--- src/gmp_pin_map.svh ---
/*
 * Constants for the PHY-side pin logic: widths, nibble positions and idle values.
 * Assumes inclusion by bare name from every design file that needs them.
 */
`ifndef GMP_PIN_MAP_SVH
`define GMP_PIN_MAP_SVH

`define GMP_BYTE_W 8
`define GMP_NIB_W 4
`define GMP_HI_NIB 7:4
`define GMP_LO_NIB 3:0
`define GMP_ZERO_BYTE 8'h00
`define GMP_ZERO_NIB 4'h0
`define GMP_TX_WORD_W 9
`define GMP_TX_ERR_BIT 8
`define GMP_BUF_DEPTH 2'h2
`define GMP_TX_CLK_1G_MHZ 125
`define GMP_TX_CLK_100M_MHZ 12.5
`define GMP_TX_CLK_10M_MHZ 1.25

`endif

--- src/gmp_pkg.sv ---
/*
 * Types shared by the PHY-side pin logic.
 * Assumes nothing beyond a SystemVerilog compiler.
 */
package gmp_pkg;

	// Receive byte assembly for the 10/100 double-edge pins
	typedef enum logic [1:0] {
		GMP_RX_WAIT_RISE = 2'b01,
		GMP_RX_WAIT_FALL = 2'b10
	} gmp_rx_state_t;

endpackage

--- src/gmp_buf2.sv ---
/*
 * Two-entry buffer with valid and ready on both sides.
 * Assumes one clock and a synchronous active-low reset; the ready output is registered.
 */
`timescale 1ns/1ps
`default_nettype none
`include "gmp_pin_map.svh"

module gmp_buf2 #(
	parameter int W = `GMP_TX_WORD_W
) (
	input wire logic clk_in,
	input wire logic rst_b_in,
	input wire logic [W-1:0] in_data_in,
	input wire logic in_valid_in,
	output logic in_ready_out,
	output logic [W-1:0] out_data_out,
	output logic out_valid_out,
	input wire logic out_ready_in
);
	logic [W-1:0] mem_r [2];
	logic wr_ptr_r;
	logic rd_ptr_r;
	logic [1:0] cnt_r;
	logic [1:0] cnt_nxt;
	logic push;
	logic pop;

	// Handshakes on both sides
	assign push = in_valid_in & in_ready_out;
	assign pop = out_valid_out & out_ready_in;
	assign out_valid_out = (cnt_r != 2'h0);
	assign out_data_out = mem_r[rd_ptr_r];

	// Occupancy after this cycle
	always_comb begin
		cnt_nxt = cnt_r;
		if (push && !pop) begin
			cnt_nxt = cnt_r + 2'h1;
		end else if (pop && !push) begin
			cnt_nxt = cnt_r - 2'h1;
		end
	end

	// Pointers, count and a registered ready so the source sees a clean level
	always_ff @(posedge clk_in) begin
		if (!rst_b_in) begin
			wr_ptr_r <= 1'b0;
			rd_ptr_r <= 1'b0;
			cnt_r <= 2'h0;
			in_ready_out <= 1'b0;
		end else begin
			cnt_r <= cnt_nxt;
			in_ready_out <= (cnt_nxt != `GMP_BUF_DEPTH);
			if (push) begin
				wr_ptr_r <= ~wr_ptr_r;
			end
			if (pop) begin
				rd_ptr_r <= ~rd_ptr_r;
			end
		end
	end

	// Storage, one entry per slot
	for (genvar i = 0; i < 2; i++) begin : g_slot
		always_ff @(posedge clk_in) begin
			if (push && (wr_ptr_r == 1'(i))) begin
				mem_r[i] <= in_data_in;
			end
		end
	end
endmodule // gmp_buf2

`default_nettype wire

--- src/gmp_phy_pins.sv ---
/*
 * PHY-side pin logic of a tri-speed Ethernet MAC: management output and its drive
 * enable, transmit data/enable/error pins, and receive data/valid capture.
 * Assumes the transmit and receive MAC clocks arrive as plain pins that CLK_IN
 * oversamples, and that mode and option straps hold still while frames run.
 */
`timescale 1ns/1ps
`default_nettype none
`include "gmp_pin_map.svh"

// Operation
// - The management drive enable is high exactly while the management output carries a valid bit.
// - In 1G mode the upper transmit nibble goes out on rising-edge bits 7 to 4.
// - In 10/100 mode rising-edge bits 7 to 4 are unused and held at zero.
// - In 1G mode the rising and falling lower nibbles carry the same value every cycle.
// - In 10/100 mode the byte's high nibble goes on the rising lower lanes and its low nibble on the falling ones.
// - The transmit clock runs at 125 MHz in 1G, 12.5 MHz at 100 Mb/s and 1.25 MHz at 10 Mb/s.
// - Transmit enable is high exactly for the cycles in which the data pins hold frame content.
// - Transmit error is high on a byte that the MAC deliberately marks as a coding error.
// - Receive data and valid pass two CLK_IN synchroniser stages before the core sees them.
// - With double-edge pins, rising inputs are sampled on the receive clock rise and, at 10/100 only, falling ones on its fall.
// - Separate rising and falling valid inputs are used only with double-edge pins, else the single valid.
// - Without double-edge pins each byte goes out whole on the single 8-bit transmit bus.
module gmp_phy_pins
	import gmp_pkg::*;
(
	input wire logic CLK_IN,
	input wire logic RST_B_IN,
	input wire logic GIG_MODE_IN,
	input wire logic DDR_PINS_IN,
	input wire logic MGMT_BIT_IN,
	input wire logic MGMT_BIT_VALID_IN,
	output logic MGMT_DATA_OUT,
	output logic MGMT_DRIVE_EN_OUT,
	input wire logic [`GMP_BYTE_W-1:0] TX_DATA_IN,
	input wire logic TX_ERR_IN,
	input wire logic TX_VALID_IN,
	output logic TX_READY_OUT,
	input wire logic TX_CLK_IN,
	output logic [`GMP_BYTE_W-1:0] TXD_POS_OUT,
	output logic [`GMP_NIB_W-1:0] TXD_NEG_OUT,
	output logic [`GMP_BYTE_W-1:0] TXD_OUT,
	output logic TXEN_OUT,
	output logic TXER_OUT,
	input wire logic RX_CLK_IN,
	input wire logic [`GMP_BYTE_W-1:0] RXD_POS_IN,
	input wire logic [`GMP_NIB_W-1:0] RXD_NEG_IN,
	input wire logic [`GMP_BYTE_W-1:0] RXD_IN,
	input wire logic RXDV_POS_IN,
	input wire logic RXDV_NEG_IN,
	input wire logic RXDV_IN,
	output logic [`GMP_BYTE_W-1:0] RX_DATA_OUT,
	output logic RX_VALID_OUT
);
	logic gig_r;
	logic ddr_r;
	logic [`GMP_TX_WORD_W-1:0] buf_data;
	logic buf_valid;
	logic buf_ready;
	logic [`GMP_BYTE_W-1:0] tx_byte;
	logic tx_clk_s1_r, tx_clk_s2_r, tx_clk_d_r;
	logic tx_rise;
	logic rx_clk_s1_r, rx_clk_s2_r, rx_clk_d_r;
	logic rx_rise;
	logic rx_fall;
	logic [`GMP_BYTE_W-1:0] rxd_pos_s1_r, rxd_pos_s2_r, rxd_s1_r, rxd_s2_r;
	logic [`GMP_NIB_W-1:0] rxd_neg_s1_r, rxd_neg_s2_r;
	logic dv_pos_s1_r, dv_pos_s2_r, dv_neg_s1_r, dv_neg_s2_r, dv_s1_r, dv_s2_r;
	logic [`GMP_NIB_W-1:0] rx_hi_r;
	logic rx_hi_dv_r;
	gmp_rx_state_t rx_state_r;

	// Straps are caught by a clocked process, never through the reset itself
	always_ff @(posedge CLK_IN) begin
		if (!RST_B_IN) begin
			gig_r <= 1'b0;
			ddr_r <= 1'b0;
		end else begin
			gig_r <= GIG_MODE_IN;
			ddr_r <= DDR_PINS_IN;
		end
	end

	// Management bit and its drive enable leave in the same cycle, so the pin never glitches
	always_ff @(posedge CLK_IN) begin
		if (!RST_B_IN) begin
			MGMT_DATA_OUT <= 1'b0;
			MGMT_DRIVE_EN_OUT <= 1'b0;
		end else begin
			MGMT_DATA_OUT <= MGMT_BIT_IN;
			MGMT_DRIVE_EN_OUT <= MGMT_BIT_VALID_IN;
		end
	end

	// Transmit words wait here so the core may run ahead of the slow link clock
	gmp_buf2 #(
		.W(`GMP_TX_WORD_W)
	) u_tx_buf (
		.clk_in(CLK_IN),
		.rst_b_in(RST_B_IN),
		.in_data_in({TX_ERR_IN, TX_DATA_IN}),
		.in_valid_in(TX_VALID_IN),
		.in_ready_out(TX_READY_OUT),
		.out_data_out(buf_data),
		.out_valid_out(buf_valid),
		.out_ready_in(buf_ready)
	);

	// Transmit clock pin synchroniser; only the second stage feeds the edge finder.
	// Left without reset so the chain keeps tracking the pin: a link clock that is
	// high at release must not look like a fresh rise.
	always_ff @(posedge CLK_IN) begin
		tx_clk_s1_r <= TX_CLK_IN;
		tx_clk_s2_r <= tx_clk_s1_r;
		tx_clk_d_r <= tx_clk_s2_r;
	end

	// One byte per transmit clock rise; the pin is oversampled the same way at every rate
	assign tx_rise = tx_clk_s2_r & ~tx_clk_d_r;
	assign buf_ready = tx_rise;
	assign tx_byte = buf_data[`GMP_BYTE_W-1:0];

	// Pin drive: enable and error follow the word, data idles at zero between frames
	always_ff @(posedge CLK_IN) begin
		if (!RST_B_IN) begin
			TXD_POS_OUT <= `GMP_ZERO_BYTE;
			TXD_NEG_OUT <= `GMP_ZERO_NIB;
			TXD_OUT <= `GMP_ZERO_BYTE;
			TXEN_OUT <= 1'b0;
			TXER_OUT <= 1'b0;
		end else if (tx_rise) begin
			TXEN_OUT <= buf_valid;
			TXER_OUT <= buf_valid & buf_data[`GMP_TX_ERR_BIT];
			TXD_POS_OUT <= `GMP_ZERO_BYTE;
			TXD_NEG_OUT <= `GMP_ZERO_NIB;
			TXD_OUT <= `GMP_ZERO_BYTE;
			if (buf_valid && ddr_r && gig_r) begin
				TXD_POS_OUT[`GMP_HI_NIB] <= tx_byte[`GMP_HI_NIB];
				TXD_POS_OUT[`GMP_LO_NIB] <= tx_byte[`GMP_LO_NIB];
				TXD_NEG_OUT <= tx_byte[`GMP_LO_NIB];
			end else if (buf_valid && ddr_r) begin
				TXD_POS_OUT[`GMP_HI_NIB] <= `GMP_ZERO_NIB;
				TXD_POS_OUT[`GMP_LO_NIB] <= tx_byte[`GMP_HI_NIB];
				TXD_NEG_OUT <= tx_byte[`GMP_LO_NIB];
			end else if (buf_valid) begin
				TXD_OUT <= tx_byte;
			end
		end
	end

	// Receive clock pin synchroniser and edge finder; no reset, so no false edge after release
	always_ff @(posedge CLK_IN) begin
		rx_clk_s1_r <= RX_CLK_IN;
		rx_clk_s2_r <= rx_clk_s1_r;
		rx_clk_d_r <= rx_clk_s2_r;
	end

	assign rx_rise = rx_clk_s2_r & ~rx_clk_d_r;
	assign rx_fall = ~rx_clk_s2_r & rx_clk_d_r;

	// Receive pins pass the same two stages as the clock so edges and data stay aligned
	always_ff @(posedge CLK_IN) begin
		if (!RST_B_IN) begin
			rxd_pos_s1_r <= `GMP_ZERO_BYTE;
			rxd_pos_s2_r <= `GMP_ZERO_BYTE;
			rxd_neg_s1_r <= `GMP_ZERO_NIB;
			rxd_neg_s2_r <= `GMP_ZERO_NIB;
			rxd_s1_r <= `GMP_ZERO_BYTE;
			rxd_s2_r <= `GMP_ZERO_BYTE;
			dv_pos_s1_r <= 1'b0;
			dv_pos_s2_r <= 1'b0;
			dv_neg_s1_r <= 1'b0;
			dv_neg_s2_r <= 1'b0;
			dv_s1_r <= 1'b0;
			dv_s2_r <= 1'b0;
		end else begin
			rxd_pos_s1_r <= RXD_POS_IN;
			rxd_pos_s2_r <= rxd_pos_s1_r;
			rxd_neg_s1_r <= RXD_NEG_IN;
			rxd_neg_s2_r <= rxd_neg_s1_r;
			rxd_s1_r <= RXD_IN;
			rxd_s2_r <= rxd_s1_r;
			dv_pos_s1_r <= RXDV_POS_IN;
			dv_pos_s2_r <= dv_pos_s1_r;
			dv_neg_s1_r <= RXDV_NEG_IN;
			dv_neg_s2_r <= dv_neg_s1_r;
			dv_s1_r <= RXDV_IN;
			dv_s2_r <= dv_s1_r;
		end
	end

	// Byte assembly; a 10/100 byte is released only when both halves were valid
	always_ff @(posedge CLK_IN) begin
		if (!RST_B_IN) begin
			rx_state_r <= GMP_RX_WAIT_RISE;
			rx_hi_r <= `GMP_ZERO_NIB;
			rx_hi_dv_r <= 1'b0;
			RX_DATA_OUT <= `GMP_ZERO_BYTE;
			RX_VALID_OUT <= 1'b0;
		end else begin
			RX_VALID_OUT <= 1'b0;
			case (rx_state_r)
				GMP_RX_WAIT_RISE: begin
					if (rx_rise && ddr_r && !gig_r) begin
						rx_hi_r <= rxd_pos_s2_r[`GMP_LO_NIB];
						rx_hi_dv_r <= dv_pos_s2_r;
						rx_state_r <= GMP_RX_WAIT_FALL;
					end else if (rx_rise && ddr_r && dv_pos_s2_r) begin
						RX_DATA_OUT <= rxd_pos_s2_r;
						RX_VALID_OUT <= 1'b1;
					end else if (rx_rise && !ddr_r && dv_s2_r) begin
						RX_DATA_OUT <= rxd_s2_r;
						RX_VALID_OUT <= 1'b1;
					end
				end
				GMP_RX_WAIT_FALL: begin
					if (rx_fall) begin
						rx_state_r <= GMP_RX_WAIT_RISE;
						if (rx_hi_dv_r && dv_neg_s2_r) begin
							RX_DATA_OUT <= {rx_hi_r, rxd_neg_s2_r};
							RX_VALID_OUT <= 1'b1;
						end
					end
				end
				default: begin
					rx_state_r <= GMP_RX_WAIT_RISE;
				end
			endcase
		end
	end
endmodule // gmp_phy_pins

`default_nettype wire

--- config.mk ---
export PLATFORM = sky130hd
export DESIGN_NAME = gmp_phy_pins
export DESIGN_NICKNAME = d
export VERILOG_FILES = /design/src/gmp_pkg.sv /design/src/gmp_buf2.sv /design/src/gmp_phy_pins.sv
export VERILOG_INCLUDE_DIRS = /design/src /design/src/src
export SDC_FILE = /design/constraint.sdc
export NUM_CORES = 1
export LEC_CHECK = 0
export BUFFER_PORTS_ARGS = -buffer_cell sky130_fd_sc_hd__buf_2
export CAP_MARGIN = 20
export CORE_ASPECT_RATIO = 1.4
export CORE_MARGIN = 2
export CORE_UTILIZATION = 50
export DETAILED_ROUTE_END_ITERATION = 6
export PLACE_DENSITY = 0.74
export SYNTH_ARGS = -nofsm -noshare
export SYNTH_HDL_FRONTEND = slang
export SYNTH_HIERARCHICAL = 1
export SYNTH_SLANG_ARGS = --single-unit
--- constraint.sdc ---
create_clock -name CLK_IN -period 2.95 [get_ports CLK_IN]
set_clock_uncertainty 0.05 [all_clocks]
set_input_delay 0.59 -clock CLK_IN [delete_from_list [all_inputs] [get_ports CLK_IN]]
set_output_delay 0.59 -clock CLK_IN [all_outputs]
set_load 0.1 [all_outputs]
==> impl_metrics.toml <==
[outcome]
outcome = "completed"

[synthesis]
yosys.area_share.simple_pct = 18.5
ys_warn_count = 6
synth_compound_area_share_pct = 7.73
syn_area_per_cell_sq_um = 12.0
synth_seq_cells = 118
yosysUniqueCellTypes = 39
syn_inst = 351
synth_area_sq_um = 4210
synthMuxAreaShare_pct = 8.95
synthXorXnorAreaFrac_pct = 0.803
synthAdderAreaFrac_pct = 0.892
syn_nets = 395
synth_seq_area_share_pct = 60.4
synth_top_family_by_area = "simple AND/OR/NAND/NOR gates"

[layout]
diodes = 0
final_nets = 472
drive_above_1_share_pct = 31.3
num-fill-cells = 637
stdcell_count = 543
syn_to_final_growth_pct = 24.9
finalCoreUtilization_pct = 64.5

[timing]
fmax_mhz = 493
finalCritPeriodShare_pct = 68.8
tightestPinTransition_ns = 0.881
holdWs_ns = 0.240
layout_min_cycle_time_ns = 2.03
hold_viol = 0
relSlewSlack_pct = 41.1
fin_tns_setup_ns = 0
finalSetupViolations = 0
slew_viol_final = 0
rsz0062_at_grt = "no"

[clock_tree]
clk-insertion-delay-late_ns = 0.40
cts_resized = 0
clkTransAtPathRegs_ns = 0.05
clockRootBuffer = "clkbuf_16"
h-tree-depth = 4
cts_made_buffers = 17
clock_sinks = 118
ctsHoldBuffers = 0
cts_tree = "yes"
postCtsSetupRepairBufs = 0
clk_path_buf_depth = 2

[drt]
met1Wirelength_um = 3080
routedWlPerCell_um = 13.8
routed.top_layer = "met4"
viasPerCell = 4.87
ant_nets = 0
vias = 2645
wl_met2_um = 3700
met3_length_um = 507
dr.pass1.iters = 5
wirelength_um = 7500
drc = 0
first_iter_violations = 100

[hold_path]
hold_class = "in -> reg"

[place]
place_congestion = 0.767
dp.cells = 511
dpl.hpwl_um = 5140
port_buffers = 74

[global_routing]
gr-total-overflow = 0
antenna_found_initial = 0
grt_pass1_wl_um = 12400
track_usage_pct = 18.2
grt_max_degree = 54
grt_pass1_vias = 2699

[setup_path]
cp_cell_sequence = "inv_1 -> ha_1 -> nand4_1 -> a32oi_4 -> mux2i_1"
cp-start-kind = "register"
crit_slowest_cell = "ha_1"
worst_ep_required_time_ns = 3.22
max_stage_delay_ns = 0.54
worst-path-max-fanout = 20
critPathArrivalTime_ns = 2.30
critPathCaptureType = "register"
critical-path-top-delay-family = "adder cells"
crit_type = "reg -> reg"
path_buf_inv = 1

[power]
p_leak_uw = 0.00221
p_per_area_nw_per_um2 = 819
vdd_drop_max_mv = 0.512

[die]
die_h_um = 113
pin_count = 75
die-area_sq_um = 9170
dieWidth_um = 81.5
rows = 39
core_area_sq_um = 8150
initial_core_util_pct = 51.6

[job]
drv_cap = 0
## where the power goes
| group | internal (uW) | leakage (uW) | switching, uW |
|---|---|---|---|
| logic | 173 | 0.000924 | 308 |
| registers | 1730 | 0.000986 | 46.9 |
| clock network | 1360 | 0.000301 | 690 |
## worst reg2reg max path, delay by kind of cell, from the launching register on
kind	cells	cell delay, ns
fa+ha+maj	1	0.54
compound gates	1	0.44
flops	1	0.31
simple gates	1	0.30
mux	1	0.25
buf+inv	1	0.08
## per-stage QoR
stage	total power, uW	setup slack [ns]	instance area [sq um]
3_3_place_gp	2270	1.05	4640
3_5_place_dp	2290	0.911	4640
5_1_grt	4460	0.700	5250
4_1_cts	4340	0.887	5250
6_report	4300	0.920	5250
2_1_floorplan	2180	0.798	4210
## path summary, 6_finish.rpt
path            startpoint             end  slack, ns  depth (start not counted)
max          rx_state_r[0]  RX_DATA_OUT[7]       0.92                          5
min              TX_CLK_IN     tx_clk_s1_r       0.24                          1
max reg2reg  rx_state_r[0]  RX_DATA_OUT[7]       0.92                          5
min reg2reg    rx_clk_s1_r     rx_clk_s2_r       0.27                          0
## flip-flops by register name, indices dropped and copies added (netlist names), 8 cells and up, named ones only
name,count
u_tx_buf/mem_r,18
rxd_s1_r,8
rxd_s2_r,8
TXD_POS_OUT,8
rxd_pos_s1_r,8
rxd_pos_s2_r,8
RX_DATA_OUT,8
TXD_OUT,8
## synthesized netlist by cell type (all sizes together)
cell type  number  area (sq um)
a211o           1          8.76
a21boi          2          15.0
a21oi           2          10.0
a22oi          20           150
a31oi           1          6.26
a32oi           1          27.5
and2           55           344
and3            2          12.5
and3b           1          8.76
and4b           2          20.0
buf             4          31.3
clkbuf         16          60.1
dfxtp         100          2000
edfxtp         18           541
ha              3          37.5
inv             6          22.5
mux2           21           236
mux2i          14           140
nand2          16          70.1
nand2b         11          76.3
nand3           3          27.5
nand4           1          6.26
nand4b          1          8.76
nor2            1          3.75
nor2b          29           181
nor3            1          5.00
nor3b           1          12.5
o211ai          9          67.6
o21a            3          22.5
o21ai           2          10.0
o31ai           1          7.51
xnor2           2          17.5
xor2            1          16.3
## metal layers
metal | up-vias | track usage (%)
met5 | - | 0
li1 | 1350 | -
met2 | 90 | 30.3
met1 | 1191 | 19.5
met3 | 14 | 7.40
met4 | 0 | 9.04
## cell type report
cell class | instances | area [sq um] | share of cell area, %
clock buffers | 21 | 492 | 9.36
clock inverters | 11 | 119 | 2.26
inverters | 6 | 22.5 | 0.429
multi-input cells | 207 | 1550 | 29.5
flip-flops and latches | 118 | 2540 | 48.4
well taps | 102 | 128 | 2.43
repair buffers | 78 | 400 | 7.62
## layout by cell type, fill, tap and decap left out, types with 2 or more instances in the layout
master,netlist,routed
clkinvlp_4,0,2
a21oi_1,2,2
buf_2,1,74
a22oi_1,20,20
edfxtp_1,18,18
nand2b_1,10,10
and4b_1,2,2
mux2_2,21,21
dfxtp_1,100,100
bufinv_16,0,2
nor2b_1,29,29
xnor2_1,2,2
ha_1,3,3
o211ai_1,9,9
buf_4,2,4
clkinv_2,0,4
mux2i_1,14,14
a21boi_0,2,2
and3_1,2,2
o21ai_0,2,2
clkbuf_8,0,3
o21a_1,3,3
clkbuf_16,0,18
nand2_1,14,14
inv_1,6,6
and2_1,55,55
nand3_1,2,2
## kinds of logic after synthesis
group           Yosys count
compound gates           42
xor+xnor                  3
flops                   118
mux                      35
fa+ha+maj                 3
simple gates            124
buf+inv                  26
Note: power is estimated with default switching activity, not from simulation.
